**src/vref_ctrl_defs.vh**
```
// constants for the reference and primary control register logic
// Overview of operation
// - high reference byte, 8 mV per count, read/write, resets to 0x3e
// - 11-bit code: high byte in bits 10:3, low field in 2:0
// - code is plain unsigned binary; bits 15:11 not implemented
// - slew select 00/01/10/11 = 38/50/75/150 mV/ms, after soft-start only
// - forced discharge bit 1 keeps discharge on; 0 releases it
// - discharge also on for overvoltage (discharge mode) and input lockout
// - discharge on while update trigger set, off 20 ms after it clears
// - dither bit enables spread spectrum; resets to 0
// - hold select 0: power-good flag clears when output back in window
// - hold select 1: power-good flag latches once output leaves window
// - low field 3 bits, 1 mV per count, resets to 100
// - host writes reference then trigger; device clears trigger at target
`ifndef VREF_CTRL_DEFS_VH
`define VREF_CTRL_DEFS_VH
`define ADDR_REF_LOW 8'h00
`define ADDR_REF_HIGH 8'h01
`define ADDR_CTRL1 8'h02
`define RST_REF_LOW 3'h4
`define RST_REF_HIGH 8'h3e
`define RST_CTRL1 8'h40
`define CTRL1_SLEW_HI 7
`define CTRL1_SLEW_LO 6
`define CTRL1_OUTPUT_DISCHARGE_FORCE 5
`define CTRL1_DITHER 4
`define CTRL1_PG_HOLD 3
`define CTRL1_RSVD 2
`define CTRL1_GO 1
`define CTRL1_SW_EN 0
`define CLK_MHZ 200
`define SLEW_38_UV_PER_MS 38000
`define SLEW_50_UV_PER_MS 50000
`define SLEW_75_UV_PER_MS 75000
`define SLEW_150_UV_PER_MS 150000
`define DISCH_HOLD_MS 20
`endif

```
**src/vref_ctrl_regs.v**
```verilog
// reference code and primary control register bank
`timescale 1ns/1ps
`include "vref_ctrl_defs.vh"
module vref_ctrl_regs #(
  // cycles per 1 mV step at each slew rate: 1e6 ns/ms * 1000 uV / rate_uv / 5 ns
  parameter STEP_38 = (`CLK_MHZ * 1000000) / `SLEW_38_UV_PER_MS,
  parameter STEP_50 = (`CLK_MHZ * 1000000) / `SLEW_50_UV_PER_MS,
  parameter STEP_75 = (`CLK_MHZ * 1000000) / `SLEW_75_UV_PER_MS,
  parameter STEP_150 = (`CLK_MHZ * 1000000) / `SLEW_150_UV_PER_MS,
  parameter DISCH_HOLD = `DISCH_HOLD_MS * `CLK_MHZ * 1000
)(
  // clock and reset
  input wire clk,
  input wire rst_n,
  // register port
  input wire wr_en,
  input wire rd_en,
  input wire [7:0] addr,
  input wire [7:0] wdata,
  output reg [7:0] rdata_r,
  // analog status inputs
  input wire soft_start_done,
  input wire output_overvoltage_fault,
  input wire overvoltage_response_select,
  input wire input_undervoltage_lockout,
  input wire pg_out_of_window,
  // control outputs
  output reg [10:0] vref_target_r,
  output reg [10:0] vref_active_r,
  output reg [1:0] ref_slew_select_r,
  output reg output_discharge_force_r,
  output reg dither_enable_r,
  output reg power_good_hold_select_r,
  output reg start_reserved_r,
  output reg switching_enable_r,
  output reg update_busy_r,
  output reg discharge_on_r,
  output reg power_good_flag_r
);

  reg [2:0] ref_low_r;
  reg [7:0] ref_high_r;
  reg [23:0] step_cnt_r;
  reg [23:0] hold_cnt_r;
  reg [23:0] step_len;
  wire [10:0] code;
  wire step_tick;
  wire wr_go;

  assign code = {ref_high_r, ref_low_r};
  assign wr_go = wr_en && addr == `ADDR_CTRL1 && wdata[`CTRL1_GO];

  always @*
  begin
    case (ref_slew_select_r)
      2'b00: step_len = STEP_38[23:0];
      2'b01: step_len = STEP_50[23:0];
      2'b10: step_len = STEP_75[23:0];
      default: step_len = STEP_150[23:0];
    endcase
  end

  // before soft-start ends the ramp is owned by soft-start, so step each clk
  assign step_tick = !soft_start_done || step_cnt_r >= step_len - 24'h1;

  always @(posedge clk)
  begin
    if (!rst_n)
    begin
      ref_low_r <= `RST_REF_LOW;
      ref_high_r <= `RST_REF_HIGH;
      ref_slew_select_r <= 2'b01;
      output_discharge_force_r <= 1'b0;
      dither_enable_r <= 1'b0;
      power_good_hold_select_r <= 1'b0;
      start_reserved_r <= 1'b0;
      switching_enable_r <= 1'b0;
      update_busy_r <= 1'b0;
      rdata_r <= 8'h00;
      vref_active_r <= {`RST_REF_HIGH, `RST_REF_LOW};
      vref_target_r <= {`RST_REF_HIGH, `RST_REF_LOW};
      step_cnt_r <= 24'h0;
      hold_cnt_r <= 24'h0;
      discharge_on_r <= 1'b0;
      power_good_flag_r <= 1'b0;
    end
    else
    begin
      if (wr_en)
      begin
        case (addr)
          `ADDR_REF_LOW: ref_low_r <= wdata[2:0];
          `ADDR_REF_HIGH: ref_high_r <= wdata;
          `ADDR_CTRL1:
          begin
            ref_slew_select_r <=
              wdata[`CTRL1_SLEW_HI:`CTRL1_SLEW_LO];
            output_discharge_force_r <= wdata[`CTRL1_OUTPUT_DISCHARGE_FORCE];
            dither_enable_r <= wdata[`CTRL1_DITHER];
            power_good_hold_select_r <= wdata[`CTRL1_PG_HOLD];
            start_reserved_r <= wdata[`CTRL1_RSVD];
            switching_enable_r <= wdata[`CTRL1_SW_EN];
          end
          default: ;
        endcase
      end
      if (rd_en)
      begin
        case (addr)
          `ADDR_REF_LOW: rdata_r <= {5'h00, ref_low_r};
          `ADDR_REF_HIGH: rdata_r <= ref_high_r;
          `ADDR_CTRL1: rdata_r <= {ref_slew_select_r,
            output_discharge_force_r, dither_enable_r,
            power_good_hold_select_r, start_reserved_r,
            update_busy_r, switching_enable_r};
          default: rdata_r <= 8'h00;
        endcase
      end
      // new write of the trigger wins over self-clear
      if (wr_go)
      begin
        update_busy_r <= 1'b1;
        vref_target_r <= code;
        step_cnt_r <= 24'h0;
      end
      else if (update_busy_r)
      begin
        if (vref_active_r == vref_target_r)
          update_busy_r <= 1'b0;
        else if (step_tick)
        begin
          step_cnt_r <= 24'h0;
          // one count per step, so the ramp cannot overshoot
          if (vref_active_r < vref_target_r)
            vref_active_r <= vref_active_r + 11'h1;
          else
            vref_active_r <= vref_active_r - 11'h1;
        end
        else
          step_cnt_r <= step_cnt_r + 24'h1;
      end
      // discharge hold restarts on every trigger, ends 20 ms after clear
      if (update_busy_r || wr_go)
        hold_cnt_r <= DISCH_HOLD[23:0];
      else if (hold_cnt_r != 24'h0)
        hold_cnt_r <= hold_cnt_r - 24'h1;
      discharge_on_r <= output_discharge_force_r
        || (output_overvoltage_fault && overvoltage_response_select)
        || input_undervoltage_lockout
        || update_busy_r || hold_cnt_r != 24'h0;
      if (pg_out_of_window)
        power_good_flag_r <= 1'b1;
      else if (!power_good_hold_select_r)
        power_good_flag_r <= 1'b0;
      // hold select 1: flag stays set once raised
      else
        power_good_flag_r <= power_good_flag_r;
    end
  end

endmodule

```
**config.mk**
```make
export PLATFORM = sky130hd
export DESIGN_NAME = vref_ctrl_regs
export DESIGN_NICKNAME = d
export VERILOG_FILES = /design/src/vref_ctrl_regs.v
export VERILOG_INCLUDE_DIRS = /design/src
export SDC_FILE = /design/constraint.sdc
export NUM_CORES = 1
export LEC_CHECK = 0
export BUFFER_PORTS_ARGS = -buffer_cell sky130_fd_sc_hd__buf_2
export CORE_MARGIN = 2
export CORE_UTILIZATION = 50
export CTS_CLUSTER_DIAMETER = 60
export CTS_CLUSTER_SIZE = 8
export DETAILED_ROUTE_END_ITERATION = 6
export PLACE_DENSITY = 0.77
export SYNTH_ARGS = -nofsm -noshare
export SYNTH_HDL_FRONTEND = slang
export SYNTH_SLANG_ARGS = --single-unit
```
**constraint.sdc**
```tcl
create_clock -name clk -period 4.75 [get_ports clk]
set_clock_uncertainty 0.15 [all_clocks]
set_input_delay 1.425 -clock clk [delete_from_list [all_inputs] [get_ports clk]]
set_output_delay 1.425 -clock clk [all_outputs]
set_load 0.05 [all_outputs]
```
-- Word-level counts from Yosys, hierarchy flattened
Index checks and enable logic that the tools add are counted.
W data, S select, Z words.
- add/sub/neg operators: 5
- magnitude comparators: 2
- eq/ne operators: 6
- muxes and demuxes: 11
- bitwise logic cells: 3
- reduce and logical (&&, ||, !) cells: 21
- operator list (operator ; count):
    $sub A24 B1 Y24 const B ; 2
    $mux W22 ; 2
    $pmux W13 S3 ; 1
    $add A24 B1 Y24 const B ; 1
    $ge A24 B24 Y1 ; 1
    $mux W24 ; 1
    $pmux W8 S3 ; 1
    $reduce_bool A24 Y1 ; 1
    $add A11 B1 Y11 const B ; 1
    $eq A11 B11 Y1 ; 1
    $lt A11 B11 Y1 ; 1
    $mux W11 ; 1
    $sub A11 B1 Y11 const B ; 1
    $eq A8 B1 Y1 const B ; 1
    $eq A8 B2 Y1 const B ; 1
    $logic_not A8 Y1 ; 1
    $reduce_and A2 Y1 ; 4
    $logic_or A1 B1 Y1 ; 6
    $mux W1 ; 5
    $reduce_and A4 Y1 ; 1
    $reduce_or A2 Y1 ; 2
    $logic_and A1 B1 Y1 ; 3
    $not A1 Y1 ; 3
    $eq A2 B1 Y1 const B ; 1
    5 further kinds ; 5
- bits in registers: 99
- output and inout port bits: 40

-- Logic depth before layout (Yosys ltp)
Gate-level depths: netlist of the first run.
- depth in word-level cells: 6
- gate-level depth with buffers: 15
- gate-level depth less buffers: 15

-- Least setup slack after synthesis of the first run
Ideal clock, no wire load.
- path kind: register -> register
- start point: reg vref_target_r[8]
- end point: reg vref_active_r[10]
- setup time: 0.095 ns
- arrival: 3.581 ns
- path slack: 0.923 ns
- stages on the path, launching flop included: 16
- clock period less this slack: 3.827 ns
- path through: dfxtp_1 > inv_1 > ha_1 > a21o_1 > a21o_1 > a21oi_1 > o21a_1 > inv_1 > fa_1 > a21o_1 > nand4_1 > nand3_1 > a31oi_1 > o21ai_0 > or4_1 > o311ai_1
- cells in the longest elaborated chain, start to end: 3
- elaborated cells on any way between the ends: 5
- those cells by class: 1 x order compare; 1 x eq/ne; 1 x mux; 1 x bitwise; 1 x reduce/logical
- ends and longest elaborated chain (what ; RTL line ; source):
    start, declared ; vref_ctrl_regs.v:28 ; output reg [10:0] vref_target_r,
    start signal, assigned ; vref_ctrl_regs.v:81 ; vref_target_r <= {`RST_REF_HIGH, `RST_REF_LOW};
    start signal, assigned ; vref_ctrl_regs.v:123 ; vref_target_r <= code;
    branches (longest 3 deep; another with $lt A11 B11 Y1) ; - ;
    end signal, assigned ; vref_ctrl_regs.v:80 ; vref_active_r <= {`RST_REF_HIGH, `RST_REF_LOW};
    end signal, assigned ; vref_ctrl_regs.v:135 ; vref_active_r <= vref_active_r + 11'h1;
    end signal, assigned ; vref_ctrl_regs.v:137 ; vref_active_r <= vref_active_r - 11'h1;
    end, declared ; vref_ctrl_regs.v:29 ; output reg [10:0] vref_active_r,
Several ways; the timed one is not identified.
A chain may end at the register's enable or synchronous reset.

-- Worst setup path after layout of the first run
Ends and elaborated chain as after synthesis.

==> results.yml, run 1 <==
clocking:
  cts_made_buffers: 9
  cts_tree: "done"
  clock_latency_ns: 0.37
  cts.clk_slew.worst_paths_ns: 0.09
  cts.sinks: 99
  cts.root.buffer_cell: "clkbuf_8"
  postCtsSetupRepairBufs: 0
  htree_levels: 3
  clockBufferDepth: 2
  ctsHoldBuffers: 0
  ctsResizeCount: 0
global_routing:
  antenna_found_initial: 0
  met3_usage: 0.0555
  grt_max_degree: 40
  globalRouteMet2Util: 0.352
  use_met1: 0.253
  gr-total-overflow: 0
  grt_usage: 0.207
  grt_pass1_wl_mm: 18.7
  grt_pass1_vias: 4147
  busiest_layer: "met2"
drt:
  drc: 0
  num_vias: 4272
  ant_nets: 0
  drt-pass1-iter-count: 4
  vias_per_cell: 5.47
  drt-total-wl_mm: 11.0
  drt_iter0_drc: 160
  wire_per_inst_um: 14.1
die:
  start_util: 0.516
  die-area_um2: 11000
  die_h_um: 105
  io_pins: 65
  core_area_um2: 9820
  die_w_um: 105
  row_count: 36
flow_run:
  cap_violations: 0
setup_path:
  crit_top_cell: "a21o_1"
  crit_path_start_kind: "register"
  r2r-end: "vref_active_r[10]$_SDFFE_PN0P_"
  crit_path_end_kind: "register"
  rrSetupSlack_ns: 0.78
  worstPathMaxFanout: 11
  worstPathRequired_ns: 4.88
  slowest_stage: "or4_1"
  crit_start: "vref_target_r[8]$_SDFFE_PN1P_"
  crit_arrival_ns: 4.10
  r2r-start: "vref_target_r[8]$_SDFFE_PN1P_"
  worstSetupPathType: "register to register"
  cp_slowest_stage_delay_ns: 0.51
  critPathTopFamily: "compound AO/OA/AOI/OAI gates"
  cp_num_buf_inv: 2
  reg2reg_depth: 15
  crit_chain: "inv_1 -> ha_1 -> a21o_1 -> a21o_1 -> a21oi_1 -> o21a_1 -> inv_1 -> fa_1 -> a21o_1 -> nand4_1 -> nand3_1 -> a31oi_1 -> o21ai_0 -> or4_1 -> o311ai_1"
sta:
  period_share: 0.837
  slew-limit-headroom: 0.426
  worst-slew-pin-transition_ns: 0.859
  hold_slack_ns: 0.324
  slew_viol_final: 0
  rsz0062_at_grt: "no"
  fmax_ghz: 0.252
  fin_tns_setup_ns: 0
  fin_crit_ns: 3.97
  finalHoldViolations: 0
  finalSetupViolCount: 0
pwr:
  p_leak_nw: 2.53
  max-vdd-ir-drop_mv: 0.268
  powerDensity_nw_per_um2: 403
hold_path:
  hold_path_end: "rdata_r[2]$_SDFFE_PN0P_"
  min_path_cells: 2
  hold_start: "rdata_r[2]$_SDFFE_PN0P_"
  hp-class: "register to register"
yosys:
  avgSynthCellArea_um2: 8.66
  async_flop_share: 0
  ys.flop_type: "dfxtp_1"
  synth.yosys.warnings: 0
  synth.net_count: 654
  synth-seq-cells: 99
  seq_area_frac_synth: 0.391
  synth_cells: 585
  synth_cell_types: 55
  syn-cell-area_um2: 5070
  synth_edf_count: 0
placement:
  place_congestion: 0.887
  hpwl_mm: 8.08
  io_buffers: 64
  place_inst: 765
layout:
  antenna_cells: 0
  finalNonFillerCells: 781
  area_growth_pct: 12.0
  drive_gt1_frac: 0.144
  final_nets: 712
  utilization: 0.578
outcome:
  status: "finished clean"
[report_power, final]
part | leakage (nW) | total (mW) | internal, mW | switching [mW]
Sequential | 0.802 | 1.03 | 0.924 | 0.102
Combinational | 1.63 | 0.728 | 0.329 | 0.399
Clock | 0.0992 | 0.536 | 0.242 | 0.294
[worst max path at each step]
stage | endpoint | slack [ns] | cells past startpoint
finish | vref_active_r[10]$_SDFFE_PN0P_ | 0.78 | 15
global route | vref_active_r[10]$_SDFFE_PN0P_ | 0.51 | 15
CTS | vref_active_r[10]$_SDFFE_PN0P_ | 0.82 | 15
detailed placement | vref_active_r[3]$_SDFFE_PN0P_ | 0.75 | 8
global placement | vref_active_r[3]$_SDFFE_PN0P_ | 0.88 | 8
floorplan | vref_active_r[10]$_SDFFE_PN0P_ | 0.92 | 15
[through the flow]
step	setup WS (ns)	area [um^2]	total power [mW]
floorplan	0.923	5070	1.64
global route	0.511	5680	2.44
finish	0.776	5680	2.29
detailed placement	0.753	5490	1.77
global placement	0.882	5490	1.74
CTS	0.824	5680	2.30
[cell families after synthesis]
family                     Yosys count  synth area share
muxes                               15            0.0296
adders and majority gates           44             0.110
AOI/OAI and AO/OA                  106             0.130
DFF                                 99             0.391
xor gates and xnor gates            42            0.0726
buffers and inverters               44            0.0353
other                                1          0.000740
and+or+nand+nor                    234             0.231
[layout by cell type, fill, tap and decap left out, types with 5 or more instances in the layout]
cell type / Yosys / layout
a21oi_1: 46 / 46
nand4_1: 9 / 9
o211ai_1: 11 / 11
nor3_1: 11 / 11
nand2b_1: 12 / 12
nand2_1: 61 / 61
nor4_1: 5 / 5
nand3_1: 33 / 33
xnor2_1: 22 / 22
buf_2: 5 / 64
mux2i_1: 15 / 15
nor2_1: 70 / 70
clkbuf_8: 0 / 9
o21ai_0: 11 / 11
a22o_1: 5 / 5
a21o_1: 6 / 6
a31oi_1: 9 / 9
inv_1: 24 / 24
dfxtp_1: 99 / 99
xor2_1: 20 / 20
ha_1: 43 / 43
[flip-flops by register name (all words and copies together), names as in the netlist, 2 cells and up]
signal / count
hold_cnt_r: 24
rdata_r: 8
ref_high_r: 8
ref_low_r: 3
ref_slew_select_r: 2
step_cnt_r: 24
vref_active_r: 11
vref_target_r: 11
[cell usage after synthesis (all sizes together), types with 2 or more instances]
library cell / instances / area (um^2)
a22o: 5 / 43.8
and3: 5 / 32.5
o21bai: 2 / 15.0
a21o: 6 / 45.0
or3: 4 / 25.0
xor2: 20 / 175
nor4: 9 / 108
a211oi: 3 / 22.5
o211ai: 11 / 82.6
nand2b: 12 / 75.1
clkbuf: 11 / 41.3
nand3: 33 / 165
dfxtp: 99 / 1980
nor4b: 2 / 17.5
or4: 4 / 33.8
o31ai: 2 / 15.0
o21ai: 13 / 65.1
xnor2: 22 / 193
ha: 43 / 538
a31oi: 9 / 56.3
nor2b: 4 / 25.0
buf: 9 / 47.5
nor3: 12 / 65.1
inv: 24 / 90.1
mux2i: 15 / 150
nand2: 62 / 235
nor2: 70 / 263
nand4: 9 / 56.3
a21oi: 46 / 230
and4: 3 / 26.3
[metal layers]
| layer | routed length, um | up-vias |
|---|---|---|
| met5 | 0 | - |
| met4 | 206 | 0 |
| met3 | 576 | 21 |
| met2 | 5330 | 99 |
| met1 | 4900 | 1988 |
| li1 | - | 2164 |
[tightest hold or removal path, cell delays in order (launching register included)]
cell	delay (ns)
dfxtp_1	0.32
nand2b_1	0.06
a21oi_1	0.05
[layout make-up]
class / count / area [um^2]
repair buffers: 67 / 343
fillers: 898 / 4140
flip-flops and latches: 99 / 1980
clock buffers: 9 / 124
multi-input cells: 442 / 2910
well taps: 133 / 166
clock inverters: 7 / 66.3
inverters: 24 / 90.1
Note: power is estimated with default switching activity, not from simulation.
==> run 2: changes to the inputs <==
==> constraint.sdc (replaced) <==
create_clock -name clk -period 3.9 [get_ports clk]
set_clock_uncertainty 0.15 [all_clocks]
set_input_delay 1.17 -clock clk [delete_from_list [all_inputs] [get_ports clk]]
set_output_delay 1.17 -clock clk [all_outputs]
set_load 0.05 [all_outputs]
==> results.yml, run 2 (same netlist as run 1, synthesis figures left out) <==
outcome:
  status: "finished clean"
sta:
  finalSetupViolCount: 0
  period_share: 0.956
  slew_viol_final: 0
  fin_crit_ns: 3.73
  fmax_ghz: 0.268
  slew-limit-headroom: 0.569
  worst-slew-pin-transition_ns: 0.645
  fin_tns_setup_ns: 0
  finalHoldViolations: 0
  hold_slack_ns: 0.322
layout:
  n_fill_cell: 921
  utilization: 0.587
  antenna_cells: 0
  layout_commonest_cell: "dfxtp_1"
  ff_latch_area_um2: 1980
  final_nets: 719
  layout_common_cells: "dfxtp_1, nor2_1, buf_2, nand2_1, a21oi_1"
  drive_gt1_frac: 0.160
  area_growth_pct: 13.7
  multi_input_area_um2: 2930
  finalNonFillerCells: 788
  design_area_um2: 5770
  reg.largest.list: "hold_cnt_r (24), step_cnt_r (24)"
clocking:
  cts_tree: "done"
  cts.root.buffer_cell: "clkbuf_8"
  cts.clk_slew.worst_paths_ns: 0.11
  cts.sinks: 99
  clock_latency_ns: 0.38
  cts_made_buffers: 9
  htree_levels: 3
  clockBufferDepth: 2
  ctsHoldBuffers: 0
global_routing:
  antenna_found_initial: 0
  grt_pass1_wl_mm: 19.5
  grt_pass1_vias: 4313
  gr-total-overflow: 0
  grt_max_degree: 40
  grt_usage: 0.213
placement:
  place_inst: 769
  place_area_um2: 5520
  io_buffers: 64
  hpwl_mm: 8.34
  place_congestion: 0.837
hold_path:
  hp-class: "register to register"
  min_path_cells: 2
pwr:
  max-vdd-ir-drop_mv: 0.276
  powerDensity_nw_per_um2: 485
  p_leak_nw: 2.56
drt:
  drc: 0
  wire_per_inst_um: 14.5
  ant_nets: 0
  drt_iter0_drc: 131
  vias_per_cell: 5.48
  drt-total-wl_mm: 11.5
  drt-pass1-iter-count: 5
  num_vias: 4320
die:
  die_w_um: 105
  start_util: 0.516
  row_count: 36
  die_h_um: 105
  core_area_um2: 9820
  die-area_um2: 11000
  io_pins: 65
setup_path:
  worstSetupPathType: "register to register"
  reg2reg_depth: 15
  worstPathRequired_ns: 4.02
  crit_path_end_kind: "register"
  crit_path_start_kind: "register"
  worstPathMaxFanout: 6
  crit_arrival_ns: 3.85
flow_run:
  cap_violations: 0
==> run 2: changes by cell type in the layout (fill, tap and decap cells not counted), sizes merged <==
cell	previous run	this run
buf	67	74
bufinv	1	0
clkinv	4	2
inv	25	27
clkinvlp	1	2
==> run 2: report_power, final <==
part	total (mW)	internal [mW]	leakage, nW	switching [mW]
combinational	0.889	0.406	1.67	0.483
sequential	1.25	1.13	0.802	0.126
clock	0.653	0.250	0.0955	0.403
total	2.79	1.78	2.56	1.01
==> run 2: final timing paths <==
check,slack (ns),from,end
max,0.17,vref_target_r[8]$_SDFFE_PN1P_,vref_active_r[10]$_SDFFE_PN0P_
min,0.32,rdata_r[2]$_SDFFE_PN0P_,rdata_r[2]$_SDFFE_PN0P_
max reg2reg,0.17,vref_target_r[8]$_SDFFE_PN1P_,vref_active_r[10]$_SDFFE_PN0P_
min reg2reg,0.32,rdata_r[2]$_SDFFE_PN0P_,rdata_r[2]$_SDFFE_PN0P_
==> run 2: timing repair <==
action / in CTS / in global routing
resized for setup: 0 / 6
setup endpoints to repair: 0 / 1
setup buffers: 0 / 3
==> run 2: routing by layer <==
metal,vias up,global-route usage,part of all wire
li1,2178,-,-
met4,0,0.0752,0.016
met2,84,0.377,0.50
met3,20,0.0518,0.055
met1,2038,0.251,0.43
met5,-,0,0
==> run 2: area by class of cell <==
class,count,area share
multi-input cells,442,0.509
flip-flops and latches,99,0.344
clock buffers,9,0.0215
clock inverters,7,0.0122
inverters,24,0.0163
repair buffers,74,0.0686
well taps,133,0.0289
==> run 2: stage by stage <==
stage,total power [mW],worst slack [ns]
6_report,2.79,0.172
5_1_grt,2.98,-0.0770
3_5_place_dp,2.15,0.128
2_1_floorplan,1.99,0.0731
3_3_place_gp,2.12,0.304
4_1_cts,2.81,0.0742
==> run 2: critical path, cell delays in order (launching register included) <==
cell        delay [ns]
dfxtp_1           0.35
inv_1             0.06
ha_1              0.30
a21o_1            0.18
a21o_1            0.17
a21oi_1           0.17
o21a_2            0.21
clkinvlp_4        0.16
fa_1              0.43
a21o_1            0.19
nand4_1           0.09
nand3_1           0.18
a31oi_4           0.22
o21ai_0           0.17
or4_1             0.50
o311ai_1          0.11
